==> config.mk <==
export PLATFORM = sky130hd
export DESIGN_NAME = ddcl_top
export DESIGN_NICKNAME = d
export VERILOG_FILES = /design/src/rtl/ddcl_pkg.sv /design/src/rtl/ddcl_pin_if.sv /design/src/rtl/ddcl_pin_sync.sv /design/src/rtl/ddcl_top.sv
export SDC_FILE = /design/constraint.sdc
export NUM_CORES = 1
export LEC_CHECK = 0
export ABC_AREA = 0
export BUFFER_PORTS_ARGS = -buffer_cell sky130_fd_sc_hd__buf_4
export CELL_PAD_IN_SITES_DETAIL_PLACEMENT = 2
export CELL_PAD_IN_SITES_GLOBAL_PLACEMENT = 2
export CORE_AREA = 2 2 72 142
export DETAILED_ROUTE_END_ITERATION = 8
export DIE_AREA = 0 0 74 144
export PLACE_DENSITY_LB_ADDON = 0.1
export RECOVER_POWER = 25
export SYNTH_ARGS = -nofsm -noshare
export SYNTH_HDL_FRONTEND = slang
export SYNTH_SLANG_ARGS = --single-unit
==> constraint.sdc <==
create_clock -name CLOCK -period 5.5 [get_ports CLOCK]
set_input_delay 0.825 -clock CLOCK [delete_from_list [all_inputs] [get_ports CLOCK]]
set_output_delay 0.825 -clock CLOCK [all_outputs]
set_load 0.02 [all_outputs]
==> src/rtl/ddcl_pkg.sv <==
// Package: register map, field positions, reset values, modes and timing of the DDC link
package ddcl_pkg;
    // Register byte offsets (one 32-bit word each)
    localparam logic [7:0] OFS_CTRL    = 8'h00;
    localparam logic [7:0] OFS_CLKSEL  = 8'h04;
    localparam logic [7:0] OFS_TXDATA  = 8'h08;
    localparam logic [7:0] OFS_IRQSTAT = 8'h0c;
    localparam logic [7:0] OFS_IRQEN   = 8'h10;
    localparam logic [7:0] OFS_STATUS  = 8'h14;

    // channel_control_reg fields
    localparam int CTRL_SYNC_SEP = 0;
    localparam int CTRL_GPIO_SDA = 1;
    localparam int CTRL_GPIO_SCL = 2;
    localparam int CTRL_RETURN   = 6;
    localparam int CTRL_ENABLE_N = 7;
    // channel_clock_reg fields
    localparam int CLK_MASTER_N  = 7;
    // Interrupt status and irq_enable_reg fields
    localparam int IRQ_TX        = 0;
    localparam int IRQ_SCL       = 1;
    // Status register fields
    localparam int ST_MODE_LO    = 0;
    localparam int ST_SDA_IN     = 4;
    localparam int ST_SCL_IN     = 5;

    // Reset values
    localparam logic [7:0] CTRL_RST    = 8'h81;
    localparam logic [7:0] CLKSEL_RST  = 8'hff;
    localparam logic [7:0] TXDATA_RST  = 8'h00;
    localparam logic [1:0] IRQ_RST     = 2'h0;
    localparam logic [8:0] SHIFT_RST   = 9'h1ff;

    // Frame layout
    localparam logic [3:0] STALE_BITS  = 4'h9;
    localparam logic [3:0] FRAME_LOAD  = 4'h8;
    localparam logic [3:0] NULL_SLOT   = 4'h1;

    // Timing
    localparam int CLK_PERIOD_NS = 8;
    localparam int SCL_LOW_NS    = 500;
    // Low must last longer than the limit: round up past it
    localparam int SCL_LOW_CYC   = SCL_LOW_NS / CLK_PERIOD_NS + 1;

    typedef enum logic [1:0] {
        MODE_DDC1   = 2'b00,
        MODE_SLAVE  = 2'b01,
        MODE_MASTER = 2'b10
    } ddcl_mode_type;
endpackage

==> src/rtl/ddcl_pin_if.sv <==
// Interface: conditioned pin events passed from the pin front end to the channel core
`timescale 1ns/100ps
`default_nettype none
interface ddcl_pin_if;
    logic vsync_rise;
    logic scl_low_long;
    logic sda_level;
    logic scl_level;
    modport prod (output vsync_rise, output scl_low_long, output sda_level, output scl_level);
    modport cons (input vsync_rise, input scl_low_long, input sda_level, input scl_level);
endinterface
`default_nettype wire

==> src/rtl/ddcl_pin_sync.sv <==
// Pin front end: synchronisers, Vsync rise detection and SCL low-pulse filter
`timescale 1ns/100ps
`default_nettype none
module ddcl_pin_sync (
    input  wire logic   clock,
    input  wire logic   reset_n,
    input  wire logic   vsync_pin,
    input  wire logic   scl_pin,
    input  wire logic   sda_pin,
    ddcl_pin_if.prod    pins
);
    logic [2:0] meta_q, meta_d;
    logic [2:0] sync_q, sync_d;
    logic       vs_last_q, vs_last_d;
    logic [6:0] low_cnt_q, low_cnt_d;
    logic       rise_q, rise_d;
    logic       long_q, long_d;

    localparam logic [6:0] LOW_LIMIT = 7'(ddcl_pkg::SCL_LOW_CYC);

    always_comb begin
        meta_d    = {vsync_pin, scl_pin, sda_pin};
        sync_d    = meta_q;
        vs_last_d = sync_q[2];
        rise_d    = sync_q[2] & ~vs_last_q;
        low_cnt_d = low_cnt_q;
        long_d    = 1'b0;
        if (sync_q[1]) begin
            low_cnt_d = 7'h00;
        end else if (low_cnt_q != LOW_LIMIT) begin
            low_cnt_d = low_cnt_q + 7'h01;
        end
        if (!sync_q[1] && low_cnt_q == LOW_LIMIT - 7'h01) begin
            long_d = 1'b1;
        end
    end

    always_ff @(posedge clock or negedge reset_n) begin
        if (!reset_n) begin
            meta_q    <= 3'h7;
            sync_q    <= 3'h7;
            vs_last_q <= 1'b1;
            low_cnt_q <= 7'h00;
            rise_q    <= 1'b0;
            long_q    <= 1'b0;
        end else begin
            meta_q    <= meta_d;
            sync_q    <= sync_d;
            vs_last_q <= vs_last_d;
            low_cnt_q <= low_cnt_d;
            rise_q    <= rise_d;
            long_q    <= long_d;
        end
    end

    assign pins.vsync_rise   = rise_q;
    assign pins.scl_low_long = long_q;
    assign pins.scl_level    = sync_q[1];
    assign pins.sda_level    = sync_q[0];
endmodule
`default_nettype wire

==> src/rtl/ddcl_top.sv <==
// Display data channel: Wishbone registers, mode control and DDC1 transmit path
// Contract
// - After reset pins act as GPIO; bus behaviour only after enable bit written zero.
// - Enabling starts the channel in DDC1 mode; reset also leaves it in DDC1.
// - In DDC1, SCL low longer than 500ns switches automatically to DDC2B+.
// - Writing master-select zero in DDC1 enters master mode directly, skipping slave.
// - Writing one to the return bit goes back from DDC2B+ to DDC1.
// - In DDC1 Vsync is the bit clock and data leaves on SDA only.
// - Transmit path: writable preload byte plus hidden shift register.
// - First nine Vsync rises after enable shift out stale shift contents.
// - Next rise loads preload, outputs MSB immediately, raises transmit interrupt.
// - Eight bits go out MSB first; the ninth edge sends a null one.
// - Rise after null bit reloads, raises interrupt again, repeating the frame.
// - Without a new byte the previous byte is sent again unchanged.
// - Vsync clocks DDC1 only in separate sync mode, at most 25KHz.
// - In composite sync mode nothing is sent on SDA.
// - Change from DDC1 to slave raises the SCL go-low interrupt.
//
// The implementer's own choices: the Wishbone slave port and the register offsets.
`timescale 1ns/100ps
`default_nettype none
module ddcl_top (
    input  wire logic        CLOCK,
    input  wire logic        RESET_N,
    input  wire logic        WB_CYC_I,
    input  wire logic        WB_STB_I,
    input  wire logic        WB_WE_I,
    input  wire logic [7:0]  WB_ADR_I,
    input  wire logic [3:0]  WB_SEL_I,
    input  wire logic [31:0] WB_DAT_I,
    output logic      [31:0] WB_DAT_O,
    output logic             WB_ACK_O,
    input  wire logic        VSYNC_I,
    input  wire logic        SDA_I,
    output logic             SDA_O,
    output logic             SDA_OE,
    input  wire logic        SCL_I,
    output logic             SCL_O,
    output logic             SCL_OE,
    output logic             IRQ
);
    ////////////////////////////////////////////////////////////////////////////////
    // Pin front end
    ddcl_pin_if pins ();

    ddcl_pin_sync u_pins (
        .clock     (CLOCK),
        .reset_n   (RESET_N),
        .vsync_pin (VSYNC_I),
        .scl_pin   (SCL_I),
        .sda_pin   (SDA_I),
        .pins      (pins.prod)
    );

    ////////////////////////////////////////////////////////////////////////////////
    // Wishbone slave: one wait-free answer a cycle after the request
    logic        ack_q, ack_d;
    logic [31:0] rdat_q, rdat_d;
    logic        req;
    logic        wr_lane;

    ddcl_pkg::ddcl_mode_type mode_q, mode_d;
    logic [7:0] ctrl_q, ctrl_d;
    logic [7:0] clksel_q, clksel_d;
    logic [7:0] tx_preload_buffer_q, tx_preload_buffer_d;
    logic [1:0] irq_stat_q, irq_stat_d;
    logic [1:0] irq_enable_reg_q, irq_enable_reg_d;

    function automatic logic hit(input logic [7:0] adr, input logic [7:0] ofs);
        hit = (adr[7:2] == ofs[7:2]);
    endfunction

    assign req     = WB_CYC_I & WB_STB_I & ~ack_q;
    assign wr_lane = req & WB_WE_I & WB_SEL_I[0];

    always_comb begin
        ack_d  = req;
        rdat_d = 32'h0000_0000;
        if (req && !WB_WE_I) begin
            if (hit(WB_ADR_I, ddcl_pkg::OFS_CTRL)) begin
                rdat_d[7:0] = ctrl_q;
            end else if (hit(WB_ADR_I, ddcl_pkg::OFS_CLKSEL)) begin
                rdat_d[7:0] = clksel_q;
            end else if (hit(WB_ADR_I, ddcl_pkg::OFS_TXDATA)) begin
                rdat_d[7:0] = tx_preload_buffer_q;
            end else if (hit(WB_ADR_I, ddcl_pkg::OFS_IRQSTAT)) begin
                rdat_d[1:0] = irq_stat_q;
            end else if (hit(WB_ADR_I, ddcl_pkg::OFS_IRQEN)) begin
                rdat_d[1:0] = irq_enable_reg_q;
            end else if (hit(WB_ADR_I, ddcl_pkg::OFS_STATUS)) begin
                rdat_d[ddcl_pkg::ST_MODE_LO +: 2] = mode_q;
                rdat_d[ddcl_pkg::ST_SDA_IN]       = pins.sda_level;
                rdat_d[ddcl_pkg::ST_SCL_IN]       = pins.scl_level;
            end
        end
    end

    always_ff @(posedge CLOCK or negedge RESET_N) begin
        if (!RESET_N) begin
            ack_q  <= 1'b0;
            rdat_q <= 32'h0000_0000;
        end else begin
            ack_q  <= ack_d;
            rdat_q <= rdat_d;
        end
    end

    ////////////////////////////////////////////////////////////////////////////////
    // Register file
    logic wr_ctrl, wr_clk, wr_tx, wr_stat, wr_en;
    logic en_start;
    logic ret_wr;
    logic master_wr0;
    logic tx_set, scl_set;
    logic enable_n;

    assign wr_ctrl    = wr_lane & hit(WB_ADR_I, ddcl_pkg::OFS_CTRL);
    assign wr_clk     = wr_lane & hit(WB_ADR_I, ddcl_pkg::OFS_CLKSEL);
    assign wr_tx      = wr_lane & hit(WB_ADR_I, ddcl_pkg::OFS_TXDATA);
    assign wr_stat    = wr_lane & hit(WB_ADR_I, ddcl_pkg::OFS_IRQSTAT);
    assign wr_en      = wr_lane & hit(WB_ADR_I, ddcl_pkg::OFS_IRQEN);
    assign enable_n   = ctrl_q[ddcl_pkg::CTRL_ENABLE_N];
    assign en_start   = wr_ctrl & enable_n & ~WB_DAT_I[ddcl_pkg::CTRL_ENABLE_N];
    assign ret_wr     = wr_ctrl & WB_DAT_I[ddcl_pkg::CTRL_RETURN];
    assign master_wr0 = wr_clk & ~WB_DAT_I[ddcl_pkg::CLK_MASTER_N];

    always_comb begin
        ctrl_d              = ctrl_q;
        clksel_d            = clksel_q;
        tx_preload_buffer_d = tx_preload_buffer_q;
        irq_enable_reg_d    = irq_enable_reg_q;
        irq_stat_d          = irq_stat_q;
        if (wr_ctrl) begin
            ctrl_d = WB_DAT_I[7:0];
        end
        // Return request acts once and never reads back as set
        ctrl_d[ddcl_pkg::CTRL_RETURN] = 1'b0;
        if (wr_clk) begin
            clksel_d = WB_DAT_I[7:0];
        end
        if (wr_tx) begin
            tx_preload_buffer_d = WB_DAT_I[7:0];
        end
        if (wr_en) begin
            irq_enable_reg_d = WB_DAT_I[1:0];
        end
        if (wr_stat) begin
            irq_stat_d = irq_stat_q & ~WB_DAT_I[1:0];
        end
        // Hardware set beats a simultaneous write-one clear
        irq_stat_d[ddcl_pkg::IRQ_TX]  = irq_stat_d[ddcl_pkg::IRQ_TX] | tx_set;
        irq_stat_d[ddcl_pkg::IRQ_SCL] = irq_stat_d[ddcl_pkg::IRQ_SCL] | scl_set;
    end

    always_ff @(posedge CLOCK or negedge RESET_N) begin
        if (!RESET_N) begin
            ctrl_q              <= ddcl_pkg::CTRL_RST;
            clksel_q            <= ddcl_pkg::CLKSEL_RST;
            tx_preload_buffer_q <= ddcl_pkg::TXDATA_RST;
            irq_stat_q          <= ddcl_pkg::IRQ_RST;
            irq_enable_reg_q    <= ddcl_pkg::IRQ_RST;
        end else begin
            ctrl_q              <= ctrl_d;
            clksel_q            <= clksel_d;
            tx_preload_buffer_q <= tx_preload_buffer_d;
            irq_stat_q          <= irq_stat_d;
            irq_enable_reg_q    <= irq_enable_reg_d;
        end
    end

    ////////////////////////////////////////////////////////////////////////////////
    // Channel mode
    always_comb begin
        mode_d = mode_q;
        if (enable_n) begin
            mode_d = ddcl_pkg::MODE_DDC1;
        end else begin
            case (mode_q)
                ddcl_pkg::MODE_DDC1: begin
                    if (master_wr0) begin
                        mode_d = ddcl_pkg::MODE_MASTER;
                    end else if (pins.scl_low_long) begin
                        mode_d = ddcl_pkg::MODE_SLAVE;
                    end
                end
                ddcl_pkg::MODE_SLAVE: begin
                    if (ret_wr) begin
                        mode_d = ddcl_pkg::MODE_DDC1;
                    end else if (master_wr0) begin
                        mode_d = ddcl_pkg::MODE_MASTER;
                    end
                end
                ddcl_pkg::MODE_MASTER: begin
                    if (ret_wr) begin
                        mode_d = ddcl_pkg::MODE_DDC1;
                    end
                end
                default: begin
                    mode_d = ddcl_pkg::MODE_DDC1;
                end
            endcase
        end
    end

    assign scl_set = (mode_q == ddcl_pkg::MODE_DDC1) && (mode_d == ddcl_pkg::MODE_SLAVE);

    always_ff @(posedge CLOCK or negedge RESET_N) begin
        if (!RESET_N) begin
            mode_q <= ddcl_pkg::MODE_DDC1;
        end else begin
            mode_q <= mode_d;
        end
    end

    ////////////////////////////////////////////////////////////////////////////////
    // DDC1 transmit path: hidden shift register clocked by Vsync rises
    logic [8:0] shift_q, shift_d;
    logic [3:0] left_q, left_d;
    logic       bit_q, bit_d;
    logic       ddc1_active;
    logic       tx_step;
    logic       sda_oe_q, sda_oe_d;
    logic       scl_oe_q, scl_oe_d;
    logic       irq_q, irq_d;

    // Composite sync gives no usable Vsync clock, so the path stands still
    assign ddc1_active = ~enable_n & (mode_q == ddcl_pkg::MODE_DDC1)
                         & ctrl_q[ddcl_pkg::CTRL_SYNC_SEP];
    assign tx_step     = ddc1_active & pins.vsync_rise;
    assign tx_set      = tx_step & (left_q == 4'h0);

    always_comb begin
        shift_d = shift_q;
        left_d  = left_q;
        bit_d   = bit_q;
        if (en_start) begin
            left_d = ddcl_pkg::STALE_BITS;
            bit_d  = 1'b1;
        end else if (tx_step) begin
            if (left_q == 4'h0) begin
                // Same byte goes again if software wrote nothing new
                bit_d   = tx_preload_buffer_q[7];
                shift_d = {tx_preload_buffer_q[6:0], 2'b11};
                left_d  = ddcl_pkg::FRAME_LOAD;
            end else begin
                bit_d   = shift_q[8];
                shift_d = {shift_q[7:0], 1'b1};
                left_d  = left_q - 4'h1;
            end
        end
        // Drive low for zero only; ones leave the line to the pull-up
        if (enable_n) begin
            sda_oe_d = ctrl_q[ddcl_pkg::CTRL_GPIO_SDA];
            scl_oe_d = ctrl_q[ddcl_pkg::CTRL_GPIO_SCL];
        end else begin
            sda_oe_d = ddc1_active & ~bit_d;
            scl_oe_d = 1'b0;
        end
        irq_d = |(irq_stat_q & irq_enable_reg_q);
    end

    always_ff @(posedge CLOCK or negedge RESET_N) begin
        if (!RESET_N) begin
            shift_q  <= ddcl_pkg::SHIFT_RST;
            left_q   <= ddcl_pkg::STALE_BITS;
            bit_q    <= 1'b1;
            sda_oe_q <= 1'b0;
            scl_oe_q <= 1'b0;
            irq_q    <= 1'b0;
        end else begin
            shift_q  <= shift_d;
            left_q   <= left_d;
            bit_q    <= bit_d;
            sda_oe_q <= sda_oe_d;
            scl_oe_q <= scl_oe_d;
            irq_q    <= irq_d;
        end
    end

    assign WB_ACK_O = ack_q;
    assign WB_DAT_O = rdat_q;
    assign SDA_OE   = sda_oe_q;
    assign SCL_OE   = scl_oe_q;
    assign IRQ      = irq_q;

    // Open-drain pins only ever pull low
    logic zero_q;
    always_ff @(posedge CLOCK or negedge RESET_N) begin
        if (!RESET_N) begin
            zero_q <= 1'b0;
        end else begin
            zero_q <= 1'b0;
        end
    end
    assign SDA_O = zero_q;
    assign SCL_O = zero_q;

    ////////////////////////////////////////////////////////////////////////////////
    // Assertions
    property p_disabled_gpio;
        @(posedge CLOCK) disable iff (!RESET_N)
        enable_n |=> (SDA_OE == $past(ctrl_q[ddcl_pkg::CTRL_GPIO_SDA]));
    endproperty
    a_disabled_gpio: assert property (p_disabled_gpio) else $error("gpio drive wrong");

    property p_enable_ddc1;
        @(posedge CLOCK) disable iff (!RESET_N)
        en_start |=> (mode_q == ddcl_pkg::MODE_DDC1) && (left_q == ddcl_pkg::STALE_BITS);
    endproperty
    a_enable_ddc1: assert property (p_enable_ddc1) else $error("enable not in ddc1");

    property p_scl_slave;
        @(posedge CLOCK) disable iff (!RESET_N)
        (!enable_n && mode_q == ddcl_pkg::MODE_DDC1 && pins.scl_low_long && !master_wr0)
        |=> (mode_q == ddcl_pkg::MODE_SLAVE) ##1 irq_stat_q[ddcl_pkg::IRQ_SCL];
    endproperty
    a_scl_slave: assert property (p_scl_slave) else $error("no slave switch");

    property p_master;
        @(posedge CLOCK) disable iff (!RESET_N)
        (!enable_n && mode_q == ddcl_pkg::MODE_DDC1 && master_wr0)
        |=> (mode_q == ddcl_pkg::MODE_MASTER);
    endproperty
    a_master: assert property (p_master) else $error("no master entry");

    property p_return;
        @(posedge CLOCK) disable iff (!RESET_N)
        (ret_wr && mode_q != ddcl_pkg::MODE_DDC1) |=> (mode_q == ddcl_pkg::MODE_DDC1);
    endproperty
    a_return: assert property (p_return) else $error("no return to ddc1");

    property p_load_msb;
        @(posedge CLOCK) disable iff (!RESET_N)
        (tx_set && !en_start) |=> (SDA_OE == !$past(tx_preload_buffer_q[7]))
            && irq_stat_q[ddcl_pkg::IRQ_TX] && (left_q == ddcl_pkg::FRAME_LOAD);
    endproperty
    a_load_msb: assert property (p_load_msb) else $error("load or irq wrong");

    property p_null_bit;
        @(posedge CLOCK) disable iff (!RESET_N)
        (tx_step && !en_start && left_q == ddcl_pkg::NULL_SLOT) |=> !SDA_OE && left_q == 4'h0;
    endproperty
    a_null_bit: assert property (p_null_bit) else $error("null bit not one");

    property p_composite;
        @(posedge CLOCK) disable iff (!RESET_N)
        (!enable_n && !ctrl_q[ddcl_pkg::CTRL_SYNC_SEP]) |=> !SDA_OE && $stable(left_q);
    endproperty
    a_composite: assert property (p_composite) else $error("sent in composite");

    property p_irq_out;
        @(posedge CLOCK) disable iff (!RESET_N)
        (|(irq_stat_q & irq_enable_reg_q)) |=> IRQ;
    endproperty
    a_irq_out: assert property (p_irq_out) else $error("irq not raised");

    property p_ack;
        @(posedge CLOCK) disable iff (!RESET_N)
        (WB_CYC_I && WB_STB_I && !WB_ACK_O) |=> WB_ACK_O ##1 !WB_ACK_O;
    endproperty
    a_ack: assert property (p_ack) else $error("ack timing wrong");
endmodule
`default_nettype wire

==> flow_summary_export.csv <==
group,metric,value,unit
placement,gp_congestion,0.747,
run,drv_cap,0,
timing,min_period,2.35,ns
synthesis,netlist.area_leader.share,0.315,
clock_network,cts_setup_buffers,0,
routing,avgRoutedWirePerCell,17.6,um
synthesis,synthTopCellsByArea,"dfrtp_1, dfstp_2, mux2_2",
grt,track_usage,0.169,
clock_network,cts_max_level,3,
power,p_clk_frac,0.470,
layout,drive_gt1_frac,0.342,
clock_network,cts.sinks,69,
power,p_switching,0.291,mW
grt,grt_max_degree,70,
layout,layout.nets,383,
layout,antennaDiodeCount,0,
routing,wl,8190,um
power,p_seq_frac,0.449,
timing,rsz0062_at_grt,"no",
synthesis,yosysWarnings,0,
synthesis,syn-cell-area,0.00334,mm^2
power,pwr_density_cell,312,mW/mm^2
layout,fin_util,0.406,
layout,areaGrowthSynthToFinish,17.1,%
critical_path,critPathArrivalTime,2.58,ns
clock_network,cts-resized-gates,0,
synthesis,synth_top_cell_by_area,"dfrtp_1",
timing,setup_tns,0,ns
timing,hold_viol,0,
timing,max_freq,0.425,GHz
critical_path,r2r-end,"mode_q[1]",
critical_path,ff2ff_setup_slack,3.26,ns
grt,grt_pass1_vias,2543,
clock_network,clk_latency,0.33,ns
clock_network,clkTransAtPathRegs,0.06,ns
power,ir_drop,152,uV
timing,tightestPinTransition,0.902,ns
grt,grt-ovfl-total,0,
die,fp.dieW,74,um
synthesis,synthArstFlopShare,1.00,
grt,antenna_found_initial,0,
critical_path,critical_path_class,"in -> reg",
timing,relSlewSlack,0.398,
synthesis,yosysMostFrequentCell,"dfrtp_1",
power,leakage,1.72,nW
synthesis,syn_avg_cell_area,11.4,um^2
synthesis,seq_area_frac_synth,0.527,
timing,finalSetupViolCount,0,
power,switching_share,0.239,
die,ios,90,
clock_network,cts_inserted_buffers,9,
critical_path,critPathRequiredTime,5.72,ns
synthesis,syn_inst,293,
clock_network,ctsRootBufferMaster,"clkbuf_16",
clock_network,cts_tree,"yes",
die,die_h,144,um
synthesis,ys_types,56,
critical_path,cp-end-kind,"flop",
synthesis,yosys-top-cells-count,"dfrtp_1, dfstp_2, nor2_1",
synthesis,synth_edf_count,0,
power,intPower,0.928,mW
clock_network,cts.path.max_buffers,2,
synthesis,yosys_most_used_dff,"dfrtp_1",
critical_path,reg2reg_depth,4,
critical_path,worstSetupStartpoint,"WB_ADR_I[5]",
power,p_comb_frac,0.081,
placement,numPortBuffers,34,
critical_path,critPathLaunchType,"primary input",
synthesis,ys_ff_latch,69,
timing,slew_viol_final,0,
routing,num_vias,2244,
clock_network,postCtsHoldBufs,0,
critical_path,critPathCapture,"mode_q[1]",
die,die_area,0.0107,mm^2
die,rows,51,
die,core_area,0.00964,mm^2
grt,grt_pass1_wl,13300,um
routing,drc_errors,0,
timing,fin_crit_sh,0.428,
die,initial_core_util,0.346,
hold_path,hold_path.class,"reg -> reg",
routing,drt_iter0_drc,73,
routing,ant_nets,0,
critical_path,r2r-start,"WB_ACK_O",
run_status,status,"finished clean",
routing,vias_per_cell,4.83,
placement,dp_hpwl,5960,um
timing,clock_skew,0.00790,ns
critical_path,crit_fanout,10,
routing,first_pass_iters,4,
layout,n_fill_cell,1007,
stage by stage:
stage                     setup WS (ns)  hold slack, ns  std cells  power [mW]  area (um^2)
after detailed placement           2.76           0.351        449       0.657         3620
after global routing               3.00           0.362        465        1.27         3910
after global placement             2.77           0.346        449       0.652         3620
final                              3.15           0.356        465        1.22         3910
after floorplan                    3.15           0.345        318       0.627         3430
after CTS                          3.11           0.359        465        1.24         3910
routing by layer:
metal	GRT usage	part of all wire	vias up
li1	-	-	1049
met1	0.186	0.38	1152
met2	0.310	0.58	35
met3	0.0355	0.025	8
met4	0.0603	0.015	0
met5	0	0	-
logic make-up (layout without fill, tap and decap cells):
group	Yosys count	in the layout	synth area share
compound gates	47	47	0.105
xor+xnor	3	3	0.00787
fa+ha+maj	3	3	0.0112
buf+inv	48	63	0.0862
flops	69	69	0.527
mux	36	36	0.117
other cells	1	26	0.00112
simple gates	86	86	0.144
placed cells by master (no fill, tap or decap), types with 2 or more instances in the layout:
cell | Yosys | layout
mux2i_1 | 11 | 11
inv_1 | 12 | 12
o22ai_1 | 2 | 2
nand3b_1 | 2 | 2
o21ai_0 | 8 | 8
mux2_2 | 25 | 25
clkbuf_16 | 0 | 9
a2111oi_0 | 2 | 2
dfrtp_1 | 42 | 42
or3_4 | 2 | 2
buf_4 | 26 | 31
a21oi_1 | 10 | 10
nor4_4 | 2 | 2
a31oi_1 | 2 | 2
a211oi_1 | 3 | 3
nor3b_1 | 2 | 2
a311oi_1 | 2 | 2
or3_1 | 2 | 2
nor3_1 | 7 | 7
a221oi_1 | 2 | 2
a41oi_1 | 2 | 2
nor2_1 | 27 | 27
clkbuf_4 | 0 | 4
nand3_1 | 5 | 5
or2_2 | 3 | 3
and2_1 | 3 | 3
a22o_1 | 2 | 2
dfstp_1 | 0 | 2
clkinv_2 | 0 | 4
conb_1 | 1 | 26
nor2b_1 | 2 | 2
xnor2_1 | 3 | 3
dfstp_2 | 27 | 25
ha_1 | 3 | 3
nand2_1 | 15 | 15
nand2b_1 | 6 | 6
power groups by stage:
stage / combinational (mW) / clock, mW / sequential (mW)
floorplan: 0.0766 / 0 / 0.551
global placement: 0.0980 / 0 / 0.555
detailed placement: 0.100 / 0 / 0.556
CTS: 0.101 / 0.592 / 0.548
global route: 0.110 / 0.615 / 0.550
finish: 0.0988 / 0.573 / 0.547
area by class of cell:
type                    instances  area [um^2]  area share
well taps                     132          165      0.0422
clock buffers                  11          243      0.0621
inverters                      12         45.0      0.0115
repair buffers                 35          263      0.0672
flip-flops and latches         69         1760       0.450
clock inverters                 5         50.0      0.0128
multi-input cells             201         1380       0.354
worst min path at each step:
stage / start / cells past startpoint / to
detailed placement: u_pins.meta_q[2] / 0 / u_pins.sync_q[2]
CTS: u_pins.meta_q[1] / 0 / u_pins.sync_q[1]
global route: u_pins.meta_q[0] / 0 / u_pins.sync_q[0]
global placement: u_pins.meta_q[0] / 0 / u_pins.sync_q[0]
floorplan: u_pins.meta_q[0] / 0 / u_pins.sync_q[0]
finish: u_pins.meta_q[1] / 0 / u_pins.sync_q[1]
registers in the layout (all words and copies together), names as in the netlist, 3 cells and up:
register and cells:
clksel_q 8, shift_q 7, WB_DAT_O 8, u_pins.meta_q 3, u_pins.low_cnt_q 7, u_pins.sync_q 3
left_q 4, ctrl_q 7, tx_preload_buffer_q 8
worst max-delay path, cell delays in order:
cell and delay (ns):
buf_4 0.11, or3_4 0.44, nor4_4 0.76, a21oi_1 0.18, a31o_2 0.25
Note: power is estimated with default switching activity, not from simulation.
